File: src/verilog/outcfg_pkg.sv
// Shared constants for the output configuration register bank.
// Assumes a plain address/strobe register port with 16-bit data.
package outcfg_pkg;
   localparam int ADDR_W = 8;
   localparam int DATA_W = 16;
   localparam int NUM_CH = 8;
   localparam int GAIN_W = 4;
   localparam int AVG_W  = 2;

   // Register offsets
   localparam logic [7:0] OFS_PATTERN_ONE  = 8'h26;
   localparam logic [7:0] OFS_PATTERN_TWO  = 8'h27;
   localparam logic [7:0] OFS_BIT_ORDER    = 8'h28;
   localparam logic [7:0] OFS_GLOBAL_EN    = 8'h29;
   localparam logic [7:0] OFS_GAIN_LOW     = 8'h2a;
   localparam logic [7:0] OFS_GAIN_HIGH    = 8'h2b;
   localparam logic [7:0] OFS_AVG_LOW      = 8'h2c;
   localparam logic [7:0] OFS_AVG_HIGH     = 8'h2d;
   // Own register holding the two upper bits of the second pattern code
   localparam logic [7:0] OFS_PATTERN_MSB  = 8'h25;

   // Field positions
   localparam int PAT_LSB       = 6;
   localparam int PAT_MSB_POS   = 2;
   localparam int ORDER_EN_POS  = 15;
   localparam int BIT_WISE_POS  = 8;
   localparam int FILTER_EN_POS = 1;
   localparam int AVG_EN_POS    = 0;
   localparam int AVG_STRIDE    = 3;

   // Values after reset
   localparam logic [15:0] RST_VALUE = 16'h0000;

   // Writable masks; reserved bits store and read as zero
   localparam logic [15:0] MASK_PATTERN   = 16'hffc0;
   localparam logic [15:0] MASK_ORDER     = 16'h81ff;
   localparam logic [15:0] MASK_GLOBAL    = 16'h0003;
   localparam logic [15:0] MASK_GAIN      = 16'hffff;
   localparam logic [15:0] MASK_AVG       = 16'h06db;
   localparam logic [15:0] MASK_PAT_MSB   = 16'h000c;

   typedef enum logic [1:0] {
      ORDER_BYTE,
      ORDER_WORD,
      ORDER_BIT
   } order_mode_t;
endpackage
File: src/verilog/cfg_bus_if.sv
// Write port carrier between the register port and the register storage.
// Assumes one clock domain; no clocking block.
`timescale 1ns/10ps
`default_nettype none
interface cfg_bus_if;
   import outcfg_pkg::*;
   logic              wr_en;
   logic [ADDR_W-1:0] addr;
   logic [DATA_W-1:0] wdata;
   modport master (output wr_en, output addr, output wdata);
   modport slave  (input wr_en, input addr, input wdata);
endinterface
`default_nettype wire

File: src/verilog/adc_output_config_registers.sv
// Output path configuration bank: patterns, bit order, filter, gain, averaging.
// Assumes a synchronous register port; read data valid one cycle after strobe.
//
// How it works
// - First pattern code low ten bits come from bits 15..6 of word 0x26.
// - Second pattern code low ten bits come from bits 15..6 of 0x27.
// - Bit order word clears to zero on reset.
// - Order enable clear gives byte-wise serialization in two-wire mode.
// - Order enable set and channel bit one gives word-wise order.
// - Order enable and bit-wise enable set, channel bit zero gives bit-wise.
// - Global filter enable at bit 1, off by default.
// - Averaging enable at bit 0, off by default, applies per-output selectors.
// - Gains for channels 4..1 sit at nibbles 15..12 down to 3..0.
// - Gains for channels 5..8 sit at nibbles 15..12 down to 3..0.
// - Outputs 1..4 averaging selectors at bits 1:0, 4:3, 7:6, 10:9.
// - Outputs 5..8 averaging selectors at bits 1:0, 4:3, 7:6, 10:9.
// - Second code top two bits come from a separate 2-bit field.
// - Dual pattern alternates codes; single pattern holds the first code.
`timescale 1ns/10ps
`default_nettype none
module adc_output_config_registers
   import outcfg_pkg::*;
(
   input  wire logic              sys_clk,
   input  wire logic              arst_n,
   input  wire logic [ADDR_W-1:0] reg_addr,
   input  wire logic [DATA_W-1:0] reg_wdata,
   input  wire logic              reg_wr,
   input  wire logic              reg_rd,
   output logic [DATA_W-1:0]      reg_rdata,
   input  wire logic              dual_pattern_mode,
   input  wire logic              sample_tick,
   output logic [11:0]            pattern_code_out,
   output logic [9:0]             pattern_code_first,
   output logic [11:0]            pattern_code_second,
   output logic [NUM_CH*2-1:0]    channel_order,
   output logic                   global_filter_enable,
   output logic                   averaging_enable,
   output logic [NUM_CH*GAIN_W-1:0] channel_gain,
   output logic [NUM_CH*AVG_W-1:0]  output_average_select
);

   ////////////////////////////////////////////////////////////////////////
   // Register storage
   ////////////////////////////////////////////////////////////////////////
   cfg_bus_if bus ();
   assign bus.wr_en = reg_wr;
   assign bus.addr  = reg_addr;
   assign bus.wdata = reg_wdata;

   logic [15:0] pat_one;
   logic [15:0] pat_two;
   logic [15:0] pat_msb;
   logic [15:0] order_w;
   logic [15:0] glob_w;
   logic [15:0] gain_lo;
   logic [15:0] gain_hi;
   logic [15:0] avg_lo;
   logic [15:0] avg_hi;

   // Reserved bits masked so a careless write cannot leak into the path
   cfg_word_reg #(.OFFSET(OFS_PATTERN_ONE), .MASK(MASK_PATTERN)) u_pat1 (
      .sys_clk(sys_clk), .arst_n(arst_n), .bus(bus), .value(pat_one));
   cfg_word_reg #(.OFFSET(OFS_PATTERN_TWO), .MASK(MASK_PATTERN)) u_pat2 (
      .sys_clk(sys_clk), .arst_n(arst_n), .bus(bus), .value(pat_two));
   cfg_word_reg #(.OFFSET(OFS_PATTERN_MSB), .MASK(MASK_PAT_MSB)) u_patm (
      .sys_clk(sys_clk), .arst_n(arst_n), .bus(bus), .value(pat_msb));
   cfg_word_reg #(.OFFSET(OFS_BIT_ORDER), .MASK(MASK_ORDER)) u_order (
      .sys_clk(sys_clk), .arst_n(arst_n), .bus(bus), .value(order_w));
   cfg_word_reg #(.OFFSET(OFS_GLOBAL_EN), .MASK(MASK_GLOBAL)) u_glob (
      .sys_clk(sys_clk), .arst_n(arst_n), .bus(bus), .value(glob_w));
   cfg_word_reg #(.OFFSET(OFS_GAIN_LOW), .MASK(MASK_GAIN)) u_gain_lo (
      .sys_clk(sys_clk), .arst_n(arst_n), .bus(bus), .value(gain_lo));
   cfg_word_reg #(.OFFSET(OFS_GAIN_HIGH), .MASK(MASK_GAIN)) u_gain_hi (
      .sys_clk(sys_clk), .arst_n(arst_n), .bus(bus), .value(gain_hi));
   cfg_word_reg #(.OFFSET(OFS_AVG_LOW), .MASK(MASK_AVG)) u_avg_lo (
      .sys_clk(sys_clk), .arst_n(arst_n), .bus(bus), .value(avg_lo));
   cfg_word_reg #(.OFFSET(OFS_AVG_HIGH), .MASK(MASK_AVG)) u_avg_hi (
      .sys_clk(sys_clk), .arst_n(arst_n), .bus(bus), .value(avg_hi));

   ////////////////////////////////////////////////////////////////////////
   // Read path
   ////////////////////////////////////////////////////////////////////////
   // Unmapped addresses read zero
   logic [15:0] rd_mux;
   always_comb begin
      case (reg_addr)
         OFS_PATTERN_ONE: rd_mux = pat_one;
         OFS_PATTERN_TWO: rd_mux = pat_two;
         OFS_PATTERN_MSB: rd_mux = pat_msb;
         OFS_BIT_ORDER:   rd_mux = order_w;
         OFS_GLOBAL_EN:   rd_mux = glob_w;
         OFS_GAIN_LOW:    rd_mux = gain_lo;
         OFS_GAIN_HIGH:   rd_mux = gain_hi;
         OFS_AVG_LOW:     rd_mux = avg_lo;
         OFS_AVG_HIGH:    rd_mux = avg_hi;
         default:         rd_mux = RST_VALUE;
      endcase
   end

   // Data stands only in the cycle after the strobe
   always_ff @(posedge sys_clk or negedge arst_n) begin
      if (!arst_n) begin
         reg_rdata <= RST_VALUE;
      end else begin
         reg_rdata <= reg_rd ? rd_mux : RST_VALUE;
      end
   end

   ////////////////////////////////////////////////////////////////////////
   // Field decode
   ////////////////////////////////////////////////////////////////////////
   wire        order_en  = order_w[ORDER_EN_POS];
   wire        bit_wise  = order_w[BIT_WISE_POS];
   wire [9:0]  code1_nxt = pat_one[15:PAT_LSB];
   wire [11:0] code2_nxt = {pat_msb[PAT_MSB_POS+1:PAT_MSB_POS], pat_two[15:PAT_LSB]};
   wire [11:0] code1_ext = {2'b00, code1_nxt};

   logic [NUM_CH*2-1:0]      order_nxt;
   logic [NUM_CH*GAIN_W-1:0] gain_nxt;
   logic [NUM_CH*AVG_W-1:0]  avg_nxt;

   // Per channel order, gain and averaging selector
   genvar ch;
   generate
      for (ch = 0; ch < NUM_CH; ch++) begin : g_ch
         order_mode_t m;
         // Word-wise wins over bit-wise for a channel whose select bit is one
         assign m = !order_en ? ORDER_BYTE :
                    order_w[ch] ? ORDER_WORD :
                    bit_wise ? ORDER_BIT : ORDER_BYTE;
         assign order_nxt[ch*2 +: 2] = m;
         // Low bank counts up from nibble 0, high bank counts down from nibble 3
         if (ch < 4) begin : g_lo
            assign gain_nxt[ch*GAIN_W +: GAIN_W] = gain_lo[ch*GAIN_W +: GAIN_W];
            assign avg_nxt[ch*AVG_W +: AVG_W] = avg_lo[ch*AVG_STRIDE +: AVG_W];
         end else begin : g_hi
            assign gain_nxt[ch*GAIN_W +: GAIN_W] = gain_hi[(7-ch)*GAIN_W +: GAIN_W];
            assign avg_nxt[ch*AVG_W +: AVG_W] = avg_hi[(ch-4)*AVG_STRIDE +: AVG_W];
         end
      end
   endgenerate

   ////////////////////////////////////////////////////////////////////////
   // Pattern sequencer
   ////////////////////////////////////////////////////////////////////////
   // Phase flips on each sample tick; held at first code in single mode
   logic phase_r;
   always_ff @(posedge sys_clk or negedge arst_n) begin
      if (!arst_n) begin
         phase_r <= 1'b0;
      end else if (!dual_pattern_mode) begin
         phase_r <= 1'b0;
      end else if (sample_tick) begin
         phase_r <= ~phase_r;
      end
   end

   wire [11:0] pattern_nxt = phase_r ? code2_nxt : code1_ext;

   ////////////////////////////////////////////////////////////////////////
   // Registered outputs
   ////////////////////////////////////////////////////////////////////////
   // One stage of flops keeps every output glitch-free toward the data path
   always_ff @(posedge sys_clk or negedge arst_n) begin
      if (!arst_n) begin
         pattern_code_out      <= '0;
         pattern_code_first    <= '0;
         pattern_code_second   <= '0;
         channel_order         <= '0;
         global_filter_enable  <= 1'b0;
         averaging_enable      <= 1'b0;
         channel_gain          <= '0;
         output_average_select <= '0;
      end else begin
         pattern_code_out      <= pattern_nxt;
         pattern_code_first    <= code1_nxt;
         pattern_code_second   <= code2_nxt;
         channel_order         <= order_nxt;
         global_filter_enable  <= glob_w[FILTER_EN_POS];
         averaging_enable      <= glob_w[AVG_EN_POS];
         channel_gain          <= gain_nxt;
         output_average_select <= avg_nxt;
      end
   end

   ////////////////////////////////////////////////////////////////////////
   // Checks
   ////////////////////////////////////////////////////////////////////////
   // Field outputs land two edges after the write edge, hence the two-cycle look back
   chk_pattern_first_low: assert property (@(posedge sys_clk) disable iff (!arst_n)
      reg_wr && reg_addr == OFS_PATTERN_ONE
      |=> ##1 pattern_code_first == $past(reg_wdata[15:6], 2))
      else $error("first pattern code mismatch");
   chk_pattern_second_low: assert property (@(posedge sys_clk) disable iff (!arst_n)
      reg_wr && reg_addr == OFS_PATTERN_TWO
      |=> ##1 pattern_code_second[9:0] == $past(reg_wdata[15:6], 2))
      else $error("second pattern code mismatch");
   chk_pattern_msb: assert property (@(posedge sys_clk) disable iff (!arst_n)
      reg_wr && reg_addr == OFS_PATTERN_MSB
      |=> ##1 pattern_code_second[11:10] == $past(reg_wdata[3:2], 2))
      else $error("second pattern top bits mismatch");
   // Reserved bits must never reach storage, whatever software writes
   chk_pattern_reserved: assert property (@(posedge sys_clk) disable iff (!arst_n)
      pat_one[PAT_LSB-1:0] == '0
      && pat_two[PAT_LSB-1:0] == '0)
      else $error("pattern reserved bits stored");
   chk_global_reserved: assert property (@(posedge sys_clk) disable iff (!arst_n)
      glob_w[DATA_W-1:FILTER_EN_POS+1] == '0)
      else $error("global enable reserved bits stored");
   // Per-channel order: channel one sits at [1:0], channel eight at [15:14]
   chk_order_byte_mode: assert property (@(posedge sys_clk) disable iff (!arst_n)
      !order_w[ORDER_EN_POS]
      |=> channel_order == '0)
      else $error("byte order expected");
   chk_order_word_mode: assert property (@(posedge sys_clk) disable iff (!arst_n)
      order_w[ORDER_EN_POS] && order_w[0]
      |=> channel_order[1:0] == ORDER_WORD)
      else $error("word order expected on channel one");
   chk_order_word_last: assert property (@(posedge sys_clk) disable iff (!arst_n)
      order_w[ORDER_EN_POS] && order_w[7]
      |=> channel_order[15:14] == ORDER_WORD)
      else $error("word order expected on channel eight");
   chk_order_bit_mode: assert property (@(posedge sys_clk) disable iff (!arst_n)
      order_w[ORDER_EN_POS] && order_w[BIT_WISE_POS] && !order_w[7]
      |=> channel_order[15:14] == ORDER_BIT)
      else $error("bit order expected on channel eight");
   chk_order_bit_first: assert property (@(posedge sys_clk) disable iff (!arst_n)
      order_w[ORDER_EN_POS] && order_w[BIT_WISE_POS] && !order_w[0]
      |=> channel_order[1:0] == ORDER_BIT)
      else $error("bit order expected on channel one");
   chk_filter_enable: assert property (@(posedge sys_clk) disable iff (!arst_n)
      reg_wr && reg_addr == OFS_GLOBAL_EN
      |=> ##1 global_filter_enable == $past(reg_wdata[1], 2))
      else $error("filter enable mismatch");
   chk_avg_enable: assert property (@(posedge sys_clk) disable iff (!arst_n)
      reg_wr && reg_addr == OFS_GLOBAL_EN
      |=> ##1 averaging_enable == $past(reg_wdata[0], 2))
      else $error("averaging enable mismatch");
   // Gain and selector fields pass raw, so they equal the written bits
   chk_gain_ch_one: assert property (@(posedge sys_clk) disable iff (!arst_n)
      reg_wr && reg_addr == OFS_GAIN_LOW
      |=> ##1 channel_gain[3:0] == $past(reg_wdata[3:0], 2))
      else $error("channel one gain mismatch");
   chk_gain_ch_four: assert property (@(posedge sys_clk) disable iff (!arst_n)
      reg_wr && reg_addr == OFS_GAIN_LOW
      |=> ##1 channel_gain[15:12] == $past(reg_wdata[15:12], 2))
      else $error("channel four gain mismatch");
   chk_gain_ch_five: assert property (@(posedge sys_clk) disable iff (!arst_n)
      reg_wr && reg_addr == OFS_GAIN_HIGH
      |=> ##1 channel_gain[19:16] == $past(reg_wdata[15:12], 2))
      else $error("channel five gain mismatch");
   chk_gain_ch_eight: assert property (@(posedge sys_clk) disable iff (!arst_n)
      reg_wr && reg_addr == OFS_GAIN_HIGH
      |=> ##1 channel_gain[31:28] == $past(reg_wdata[3:0], 2))
      else $error("channel eight gain mismatch");
   chk_avg_out_one: assert property (@(posedge sys_clk) disable iff (!arst_n)
      reg_wr && reg_addr == OFS_AVG_LOW
      |=> ##1 output_average_select[1:0] == $past(reg_wdata[1:0], 2))
      else $error("output one selector mismatch");
   chk_avg_out_four: assert property (@(posedge sys_clk) disable iff (!arst_n)
      reg_wr && reg_addr == OFS_AVG_LOW
      |=> ##1 output_average_select[7:6] == $past(reg_wdata[10:9], 2))
      else $error("output four selector mismatch");
   chk_avg_out_five: assert property (@(posedge sys_clk) disable iff (!arst_n)
      reg_wr && reg_addr == OFS_AVG_HIGH
      |=> ##1 output_average_select[9:8] == $past(reg_wdata[1:0], 2))
      else $error("output five selector mismatch");
   chk_avg_out_seven: assert property (@(posedge sys_clk) disable iff (!arst_n)
      reg_wr && reg_addr == OFS_AVG_HIGH
      |=> ##1 output_average_select[13:12] == $past(reg_wdata[7:6], 2))
      else $error("output seven selector mismatch");
   chk_avg_out_eight: assert property (@(posedge sys_clk) disable iff (!arst_n)
      reg_wr && reg_addr == OFS_AVG_HIGH
      |=> ##1 output_average_select[15:14] == $past(reg_wdata[10:9], 2))
      else $error("output eight selector mismatch");
   // Phase flips on a tick in dual mode and clears in single mode; code and output flops move together
   chk_phase_toggles: assert property (@(posedge sys_clk) disable iff (!arst_n)
      dual_pattern_mode && sample_tick
      |=> phase_r != $past(phase_r))
      else $error("pattern phase did not flip");
   chk_phase_cleared: assert property (@(posedge sys_clk) disable iff (!arst_n)
      !dual_pattern_mode
      |=> !phase_r)
      else $error("pattern phase not cleared");
   chk_second_code_out: assert property (@(posedge sys_clk) disable iff (!arst_n)
      phase_r
      |=> pattern_code_out == pattern_code_second)
      else $error("second pattern code not sent");
   chk_single_holds_first: assert property (@(posedge sys_clk) disable iff (!arst_n)
      !dual_pattern_mode [*2]
      |=> pattern_code_out == {2'b00, pattern_code_first})
      else $error("single pattern not constant");
   // Read data stands one cycle after the strobe and is zero otherwise
   chk_read_gain_path: assert property (@(posedge sys_clk) disable iff (!arst_n)
      reg_rd && reg_addr == OFS_GAIN_LOW
      |=> reg_rdata == channel_gain[15:0])
      else $error("gain read differs from gain output");
   chk_rdata_idle_zero: assert property (@(posedge sys_clk) disable iff (!arst_n)
      !reg_rd
      |=> reg_rdata == '0)
      else $error("read data without strobe");
   // Reset checks carry no disable so they watch the reset itself
   chk_order_reset_zero: assert property (@(posedge sys_clk)
      !arst_n
      |-> order_w == '0)
      else $error("order word not cleared");
   chk_order_out_reset: assert property (@(posedge sys_clk)
      !arst_n
      |-> channel_order == '0)
      else $error("order output not cleared");
   chk_enables_reset: assert property (@(posedge sys_clk)
      !arst_n
      |-> !global_filter_enable && !averaging_enable)
      else $error("global enables not cleared");

endmodule
`default_nettype wire

File: src/verilog/cfg_word_reg.sv
// One 16-bit configuration word with a writable mask.
// Assumes the write port carries the raw write strobe and address; each word decodes its own offset.
`timescale 1ns/10ps
`default_nettype none
module cfg_word_reg
   import outcfg_pkg::*;
#(
   parameter logic [7:0]  OFFSET = 8'h00,
   parameter logic [15:0] MASK   = 16'hffff
) (
   input  wire logic        sys_clk,
   input  wire logic        arst_n,
   cfg_bus_if.slave         bus,
   output logic [15:0]      value
);
   // Own write hit; masked bits never store so reserved bits read zero
   wire hit = bus.wr_en && (bus.addr == OFFSET);

   always_ff @(posedge sys_clk or negedge arst_n) begin
      if (!arst_n) begin
         value <= RST_VALUE;
      end else if (hit) begin
         value <= bus.wdata & MASK;
      end
   end
endmodule
`default_nettype wire

File: config.mk
export PLATFORM = sky130hd
export DESIGN_NAME = adc_output_config_registers
export DESIGN_NICKNAME = d
export VERILOG_FILES = /design/src/verilog/outcfg_pkg.sv /design/src/verilog/cfg_bus_if.sv /design/src/verilog/adc_output_config_registers.sv /design/src/verilog/cfg_word_reg.sv
export SDC_FILE = /design/constraint.sdc
export NUM_CORES = 1
export LEC_CHECK = 0
export BUFFER_PORTS_ARGS = -buffer_cell sky130_fd_sc_hd__buf_2
export CAP_MARGIN = 10
export CORE_MARGIN = 2
export CORE_UTILIZATION = 54
export DETAILED_ROUTE_END_ITERATION = 12
export PLACE_DENSITY_LB_ADDON = 0.12
export SLEW_MARGIN = 20
export SYNTH_ARGS = -nofsm -noshare
export SYNTH_HDL_FRONTEND = slang
export SYNTH_SLANG_ARGS = --single-unit
export TNS_END_PERCENT = 5
File: constraint.sdc
create_clock -name sys_clk -period 1.55 [get_ports sys_clk]
set_input_delay 0 -clock sys_clk [delete_from_list [all_inputs] [get_ports sys_clk]]
set_output_delay 0 -clock sys_clk [all_outputs]
set_load 0.05 [all_outputs]
-- Word level (Yosys, flattened, before mapping)
Cells that the tools add are included.
- flip-flop bits (word level): 199
- logic and storage cells: 61
- equal/unequal tests: 10
- mux-type cells: 22
- bitwise gates (word level): 1
- reductions and logical operators: 9
- operators with widths (cell ; count):
    case mux 16 bit (9 select lines) ; 1
    == test 8 x 6 -> 1 bit, second input constant ; 9
    2-to-1 mux 2 bit ; 17
    2-to-1 mux 16 bit ; 1
    2-to-1 mux 12 bit ; 1
    logical AND 1 bit ; 9
    2-to-1 mux 1 bit ; 2
    != test 2 x 1 -> 1 bit, second input constant ; 1
    inverter 1 bit ; 1

-- Depth between registers and ports, before layout
Gate-level depths: netlist of run 1.
- depth after elaboration: 3
- gate-level depth with buffers: 6
- depth with buffers taken out: 4

-- By module
From an unflattened synthesis of run 1, not the netlist that was laid out.
- cells, all modules: 616
- area, all modules: 8647.0 um2
- by module, submodules not included (module ; instances ; cells an instance ; area each (um2) ; seq. area each (um2)):
    adc_output_config_registers ; 1 ; 351 ; 4653.2 ; 2927.8
    cfg_word_reg at u_gain_lo ; 1 ; 36 ; 684.4 ; 400.4
    cfg_word_reg at u_gain_hi ; 1 ; 36 ; 650.6 ; 400.4
    cfg_word_reg at u_pat1 ; 1 ; 31 ; 486.7 ; 250.2
    cfg_word_reg at u_order ; 1 ; 31 ; 484.2 ; 250.2
    cfg_word_reg at u_pat2 ; 1 ; 31 ; 456.7 ; 250.2
    cfg_word_reg at u_glob ... ; 2 ; 22 ; 210.2 ; 50.0
    cfg_word_reg at u_avg_hi ; 1 ; 28 ; 406.6 ; 200.2
    cfg_word_reg at u_avg_lo ; 1 ; 28 ; 404.1 ; 200.2

-- Least setup slack after synthesis of run 1
OpenSTA, ideal clock, no wires.
- path type: in2reg
- start: in reg_addr[4]
- end: reg u_gain_lo.value[10]
- setup time: 0.125 ns
- data arrival time: 1.334 ns
- data required time: 1.425 ns
- slack: 0.091 ns
- cell stages on the path: 6
- cells stage by stage: nor4b_4 and3b_2 buf_6 nand3_4 buf_6 mux2_4
- cells in the longest elaborated chain, start to end: 2
- RTL lines (item ; RTL line ; source):
    start: declaration ; adc_output_config_registers.sv:26 ; input wire logic [ADDR_W-1:0] reg_addr,
    == test 8 x 6 -> 1 bit ; cfg_word_reg.sv:17 ; wire hit = bus.wr_en && (bus.addr == OFFSET);
    logical AND 1 bit ; cfg_word_reg.sv:17 ;
    end signal: assignment ; cfg_word_reg.sv:23 ; value <= bus.wdata & MASK;
    end: declaration ; cfg_word_reg.sv:14 ; output logic [15:0] value
No other way between the ends.
A chain may end at the register's enable or synchronous reset.

-- Worst setup path after layout of run 1
- start: reg phase_r
- end: reg phase_r
- cells in the longest elaborated chain, start to end: 3
- RTL lines (item ; RTL line ; source):
    start: declaration ; adc_output_config_registers.sv:148 ; logic phase_r;
    start signal: assignment ; adc_output_config_registers.sv:155 ; phase_r <= ~phase_r;
    inverter 1 bit ; adc_output_config_registers.sv:155 ;
    2-to-1 mux 1 bit ; adc_output_config_registers.sv:154 ; end else if (sample_tick) begin
    2-to-1 mux 1 bit ; adc_output_config_registers.sv:152 ; end else if (!dual_pattern_mode) begin
No other way between the ends. The select of a mux whose other input is x is not followed.

==> impl_metrics.py, run 1 <==
metrics = {
    "outcome": {
        "outcome": "finished, final reports clean",
    },
    "hold_path": {
        "min_path_type": "in2reg",
        "hold_start": "reg_addr[6]",
    },
    "floorplan": {
        "die-area_um2": 14300,
        "core_um2": 13100,
        "std_cell_rows": 42,
        "initial_core_util": 0.548,
        "io_pins": 146,
        "fp.dieW_um": 119,
        "die_h_um": 119,
    },
    "worst_setup_path": {
        "r2r-start": "phase_r",
        "crit_fanout": 6,
        "arrival_ps": 1820,
        "cp-end-kind": "flip-flop",
        "crit_type": "reg2reg",
        "worstSetupStartpointType": "flip-flop",
        "crit_start": "phase_r",
        "cp.required_ps": 1860,
    },
    "global_route": {
        "grt_use_total": 0.238,
        "grt.overflow.total": 0,
        "first_global_vias": 4534,
        "antenna_found_initial": 0,
        "grt_max_degree": 55,
        "grt_pass1_wl_mm": 25.0,
    },
    "synth": {
        "synth_flop_cell": "dfrtp_1",
        "yosys-top-cells-area": "dfrtp_1 (69%), mux2_2 (13%), mux2i_1 (3.5%), mux2_4 (2.1%), and2_1 (1.0%)",
        "syn_inst": 454,
        "yosysUniqueCellTypes": 52,
        "syn-cell-area_um2": 7200,
        "yosysTopAreaCellShare": 0.692,
        "synth_seq_cells": 199,
        "synth_fp_nets": 484,
        "yosysMostFrequentCell": "dfrtp_1",
        "syn_area_per_cell_um2": 15.9,
        "yosysWarnings": 0,
        "yosysTopAreaCell": "dfrtp_1",
        "yosysSeqAreaShare": 0.692,
        "synth_commonest_cells": "dfrtp_1 (199), mux2_2 (83), mux2i_1 (25)",
        "synth-edff-count": 0,
        "synthArstFlopShare": 1.00,
    },
    "sta": {
        "fin_crit_ps": 1510,
        "final_hold_viol_count": 0,
        "skew_ps": 7.42,
        "finalMaxSlewViolations": 0,
        "fin_ws_ps": 39.0,
        "finalCritPeriodShare": 0.975,
        "rsz0062_at_grt": "false",
        "setup_viol": 0,
        "tightestPinTransition_ps": 511,
        "fmax_ghz": 0.662,
        "relSlewSlack": 0.660,
        "fin_tns_setup_ps": 0,
    },
    "layout": {
        "fin_nets": 686,
        "design_area_um2": 9290,
        "final.fill_count": 908,
        "final_core_util": 0.707,
        "layout-drive-gt1-share": 0.471,
        "antenna_cells": 0,
        "syn2layout_area_growth_pct": 29.0,
    },
    "drt": {
        "vias_per_cell": 5.31,
        "wl_per_cell_um": 19.2,
        "drc_errors": 0,
        "firstDrtPassIters": 4,
        "wirelength_mm": 16.2,
        "drt_iter0_markers": 309,
        "vias": 4489,
        "drtAntennaViolNets": 0,
    },
    "clock_tree": {
        "root_buffer": "clkbuf_16",
        "cts_sinks": 199,
        "cts_buffer_depth": 2,
        "h-tree-depth": 4,
        "cts_made_buffers": 17,
        "path_clk_slew_ps": 60,
        "clk_latency_ps": 430,
        "cts_tree": "done",
    },
    "placed_design": {
        "place.gp.congestion": 0.821,
        "port_buffers": 145,
        "preCtsSetupSlack_ps": -184,
        "dpl_cell_area_um2": 8420,
        "hpwl_mm": 11.0,
    },
    "power": {
        "powerDensity_nw_per_um2": 1230,
        "vdd_drop_max_v": 0.000801,
        "p_leak_nw": 5.05,
        "total_power_w": 0.0114,
    },
    "job": {
        "maxCapViolCount": 0,
    },
}
repair_timing:
action / 4_1_cts / 5_1_grt
endpoints found under the hold margin: 285 / 0
setup buffers: 0 / 0
setup endpoints to repair: 0 / 1
hold buffers: 21 / 0
resized for setup: 0 / 1
cells in the final DEF (no fill, tap or decap), types with 3 or more instances in the layout:
cell type	n
nand3b_1	3
mux2_2	83
nor2_1	19
nand3_1	6
a2bb2oi_1	4
clkbuf_8	3
nand2_1	8
bufinv_16	5
a32oi_1	3
and2_1	12
buf_4	29
nor2b_1	8
buf_2	144
o22a_1	4
clkbuf_1	3
mux2_4	10
dfrtp_1	199
a21oi_1	7
o21ai_0	4
mux2i_1	25
buf_12	7
dlygate4sd3_1	21
clkbuf_16	17
layout make-up:
type | count | area [µm²] | area share
Clock buffer | 22 | 464 | 0.0500
Clock inverter | 10 | 190 | 0.0205
Multi-Input combinational cell | 235 | 2120 | 0.229
Sequential cell | 199 | 4980 | 0.536
Tap cell | 176 | 220 | 0.0237
Timing Repair Buffer | 203 | 1310 | 0.141
layer usage:
layer,GRT usage,up-vias,part of all wire
met4,0.0721,0,0.014
met1,0.323,2333,0.44
met5,0,-,0
met2,0.383,132,0.50
li1,-,2003,-
met3,0.0584,21,0.047
per-stage QoR:
stage | hold WS [ps] | cells
floorplan | -296 | 454
global placement | -2.86 | 792
detailed placement | 0.141 | 792
CTS | 27.8 | 845
global route | 59.0 | 845
finish | 55.4 | 845
flip-flops by register name, indices dropped and copies added (netlist names), 8 cells and up:
| name | cells |
|---|---|
| pattern_code_second | 12 |
| output_average_select | 16 |
| pattern_code_out | 12 |
| u_avg_hi.value | 8 |
| reg_rdata | 16 |
| pattern_code_first | 10 |
| u_avg_lo.value | 8 |
| u_pat2.value | 10 |
| channel_order | 16 |
| channel_gain | 32 |
| u_order.value | 10 |
| u_pat1.value | 10 |
| u_gain_hi.value | 16 |
| u_gain_lo.value | 16 |
critical path, cell delays in order, from the launching register on:
cell and delay (ps):
dfrtp_1 390, buf_6 150, xor2_1 150, and2_1 150
dlygate4sd3_1 550
logic make-up after synthesis:
family | Yosys count | synth area share
DFF | 199 | 0.692
muxes | 119 | 0.189
and+or+nand+nor | 79 | 0.0667
AOI/OAI and AO/OA | 36 | 0.0375
buffers and inverters | 20 | 0.0144
xor gates and xnor gates | 1 | 0.00122
where the power goes:
group	internal, W	switching (W)
Clock	0.00296	0.00185
Combinational	0.000339	0.000718
Sequential	0.00540	0.000130
Total	0.00870	0.00270
final timing paths:
check / endpoint / slack (ps) / cells after the start
setup / recovery: phase_r / 40 / 4
hold / removal: reg_rdata[3] / 60 / 5
setup reg to reg: phase_r / 40 / 4
hold reg to reg: channel_gain[17] / 400 / 0
max in group asynchronous: channel_gain[23] / 800 / 3
min in group asynchronous: channel_gain[15] / 110 / 2
(Power assumes the default switching activity.)
==> inputs of run 2 (changes only) <==
--- a/config.mk
+++ b/config.mk
@@ -8,7 +8,7 @@
 export BUFFER_PORTS_ARGS = -buffer_cell sky130_fd_sc_hd__buf_2
 export CAP_MARGIN = 10
 export CORE_MARGIN = 2
-export CORE_UTILIZATION = 54
+export CORE_UTILIZATION = 40
 export DETAILED_ROUTE_END_ITERATION = 12
 export PLACE_DENSITY_LB_ADDON = 0.12
 export SLEW_MARGIN = 20
==> constraint.sdc (replaced) <==
create_clock -name sys_clk -period 1.5 [get_ports sys_clk]
set_input_delay 0 -clock sys_clk [delete_from_list [all_inputs] [get_ports sys_clk]]
set_output_delay 0 -clock sys_clk [all_outputs]
set_load 0.05 [all_outputs]
==> impl_metrics.py, run 2 (synthesis results as in run 1) <==
metrics = {
    "layout": {
        "top_register": "channel_gain",
        "mostFrequentLayoutCell": "dfrtp_1",
        "layout-drive-gt1-share": 0.479,
        "final_core_util": 0.525,
        "syn2layout_area_growth_pct": 30.0,
        "design_area_um2": 9360,
        "largest_register_ffs": 32,
        "fin_nets": 692,
        "layout_common_cells": "dfrtp_1 (199), buf_2 (144), mux2_2 (83)",
    },
    "sta": {
        "fin_ws_ps": 147,
        "finalMaxSlewViolations": 0,
        "fmax_ghz": 0.739,
        "finalCritPeriodShare": 0.902,
        "fin_crit_ps": 1350,
        "tightestPinTransition_ps": 446,
        "skew_ps": 8.22,
        "final_hold_viol_count": 0,
        "setup_viol": 0,
        "relSlewSlack": 0.695,
        "hold_slack_ps": 70.5,
        "rsz0062_at_grt": "false",
    },
    "clock_tree": {
        "path_clk_slew_ps": 70,
        "cts_made_buffers": 17,
        "postCtsSetupRepairBufs": 0,
        "cts_sinks": 199,
        "h-tree-depth": 4,
        "cts_resized": 0,
        "cts_buffer_depth": 2,
        "clk_latency_ps": 420,
        "cts_tree": "done",
        "root_buffer": "clkbuf_16",
    },
    "placed_design": {
        "place.gp.congestion": 0.809,
        "hpwl_mm": 12.5,
        "preCtsSetupSlack_ps": -52.5,
        "dpl_cell_area_um2": 8530,
        "port_buffers": 145,
    },
    "global_route": {
        "grt_use_total": 0.187,
        "antenna_found_initial": 2,
        "first_global_vias": 4777,
        "grt_pass1_wl_mm": 27.5,
        "grt_max_degree": 53,
        "grt.overflow.total": 0,
    },
    "worst_setup_path": {
        "crit_type": "reg2reg",
        "arrival_ps": 1720,
        "worstSetupStartpointType": "flip-flop",
        "crit_slowest_cell": "a2111oi_0",
        "crit_end": "reg_rdata[1]",
        "r2r_end": "reg_rdata[1]",
        "worst-path-buf-inv": 1,
        "crit_fanout": 3,
        "cp.required_ps": 1860,
        "crit_chain": "mux2i_1, nor2_1, a21oi_1, a2111oi_0, buf_4",
        "r2r_cells": 5,
        "cp-end-kind": "flip-flop",
        "crit_family": "compound AO/OA/AOI/OAI gates",
        "worst-path-stages": 5,
        "crit_start": "u_avg_hi.value[1]",
        "cpPeakStageDelay_ps": 480,
        "reg2reg_slack_ps": 150,
        "r2r-start": "u_avg_hi.value[1]",
    },
    "floorplan": {
        "io_pins": 146,
        "core_um2": 17800,
        "die_h_um": 138,
        "std_cell_rows": 49,
        "initial_core_util": 0.404,
        "fp.dieW_um": 138,
        "die-area_um2": 19100,
    },
    "drt": {
        "firstDrtPassIters": 5,
        "wl_per_cell_um": 19.2,
        "wirelength_mm": 17.4,
        "drtAntennaViolNets": 0,
        "vias_per_cell": 4.91,
        "drt_iter0_markers": 155,
        "vias": 4440,
        "drc_errors": 0,
    },
    "job": {
        "maxCapViolCount": 0,
    },
    "power": {
        "vdd_drop_max_v": 0.000922,
        "p_leak_nw": 5.06,
        "total_power_w": 0.0117,
        "powerDensity_nw_per_um2": 1250,
    },
    "outcome": {
        "outcome": "finished, final reports clean",
    },
    "hold_path": {
        "min_path_type": "in2async",
    },
}
[run 2: worst min path at each step]
stage	end	depth (start not counted)	slack [ps]
final	pattern_code_second[4]	2	70
after global routing	pattern_code_second[4]	2	110
after CTS	pattern_code_second[4]	2	80
after detailed placement	pattern_code_second[4]	1	-20
after global placement	output_average_select[14]	1	-30
after floorplan	averaging_enable	0	-300
[run 2: power by group]
part           leakage (nW)  switching [W]  internal, W
clock network         0.306        0.00198      0.00287
logic                  2.01       0.000753     0.000353
registers              2.75       0.000134      0.00558
total                  5.06        0.00286      0.00880
[run 2: per-layer routing]
| metal | routed length [µm] | track usage |
|---|---|---|
| met1 | 7730 | 0.250 |
| met2 | 8440 | 0.304 |
| met3 | 851 | 0.0495 |
| met4 | 333 | 0.0553 |
| met5 | 7 | 0 |
[run 2: worst register-to-register path, stage by stage (launching register included)]
cell and delay, ps:
dfrtp_1 380, mux2i_1 110, nor2_1 100, a21oi_1 40, a2111oi_0 480, buf_4 190
[run 2: per-stage QoR]
stage | TNS, ps | instances
2_1_floorplan | 0 | 454
3_3_place_gp | -842 | 852
3_5_place_dp | -1700 | 852
4_1_cts | 0 | 904
5_1_grt | 0 | 904
6_report | 0 | 905
[run 2: layout make-up]
cell class	count	area (µm²)
Clock inverter	12	185
Multi-Input combinational cell	235	2120
Fill cell	1545	8480
Clock buffer	20	447
Timing Repair Buffer	209	1340
Antenna cell	1	2.50
Tap cell	229	287
Sequential cell	199	4980
[run 2: repair_timing]
item,in CTS,in global routing
endpoints found under the setup margin,0,0
endpoints found under the hold margin,284,0
hold buffers,20,0
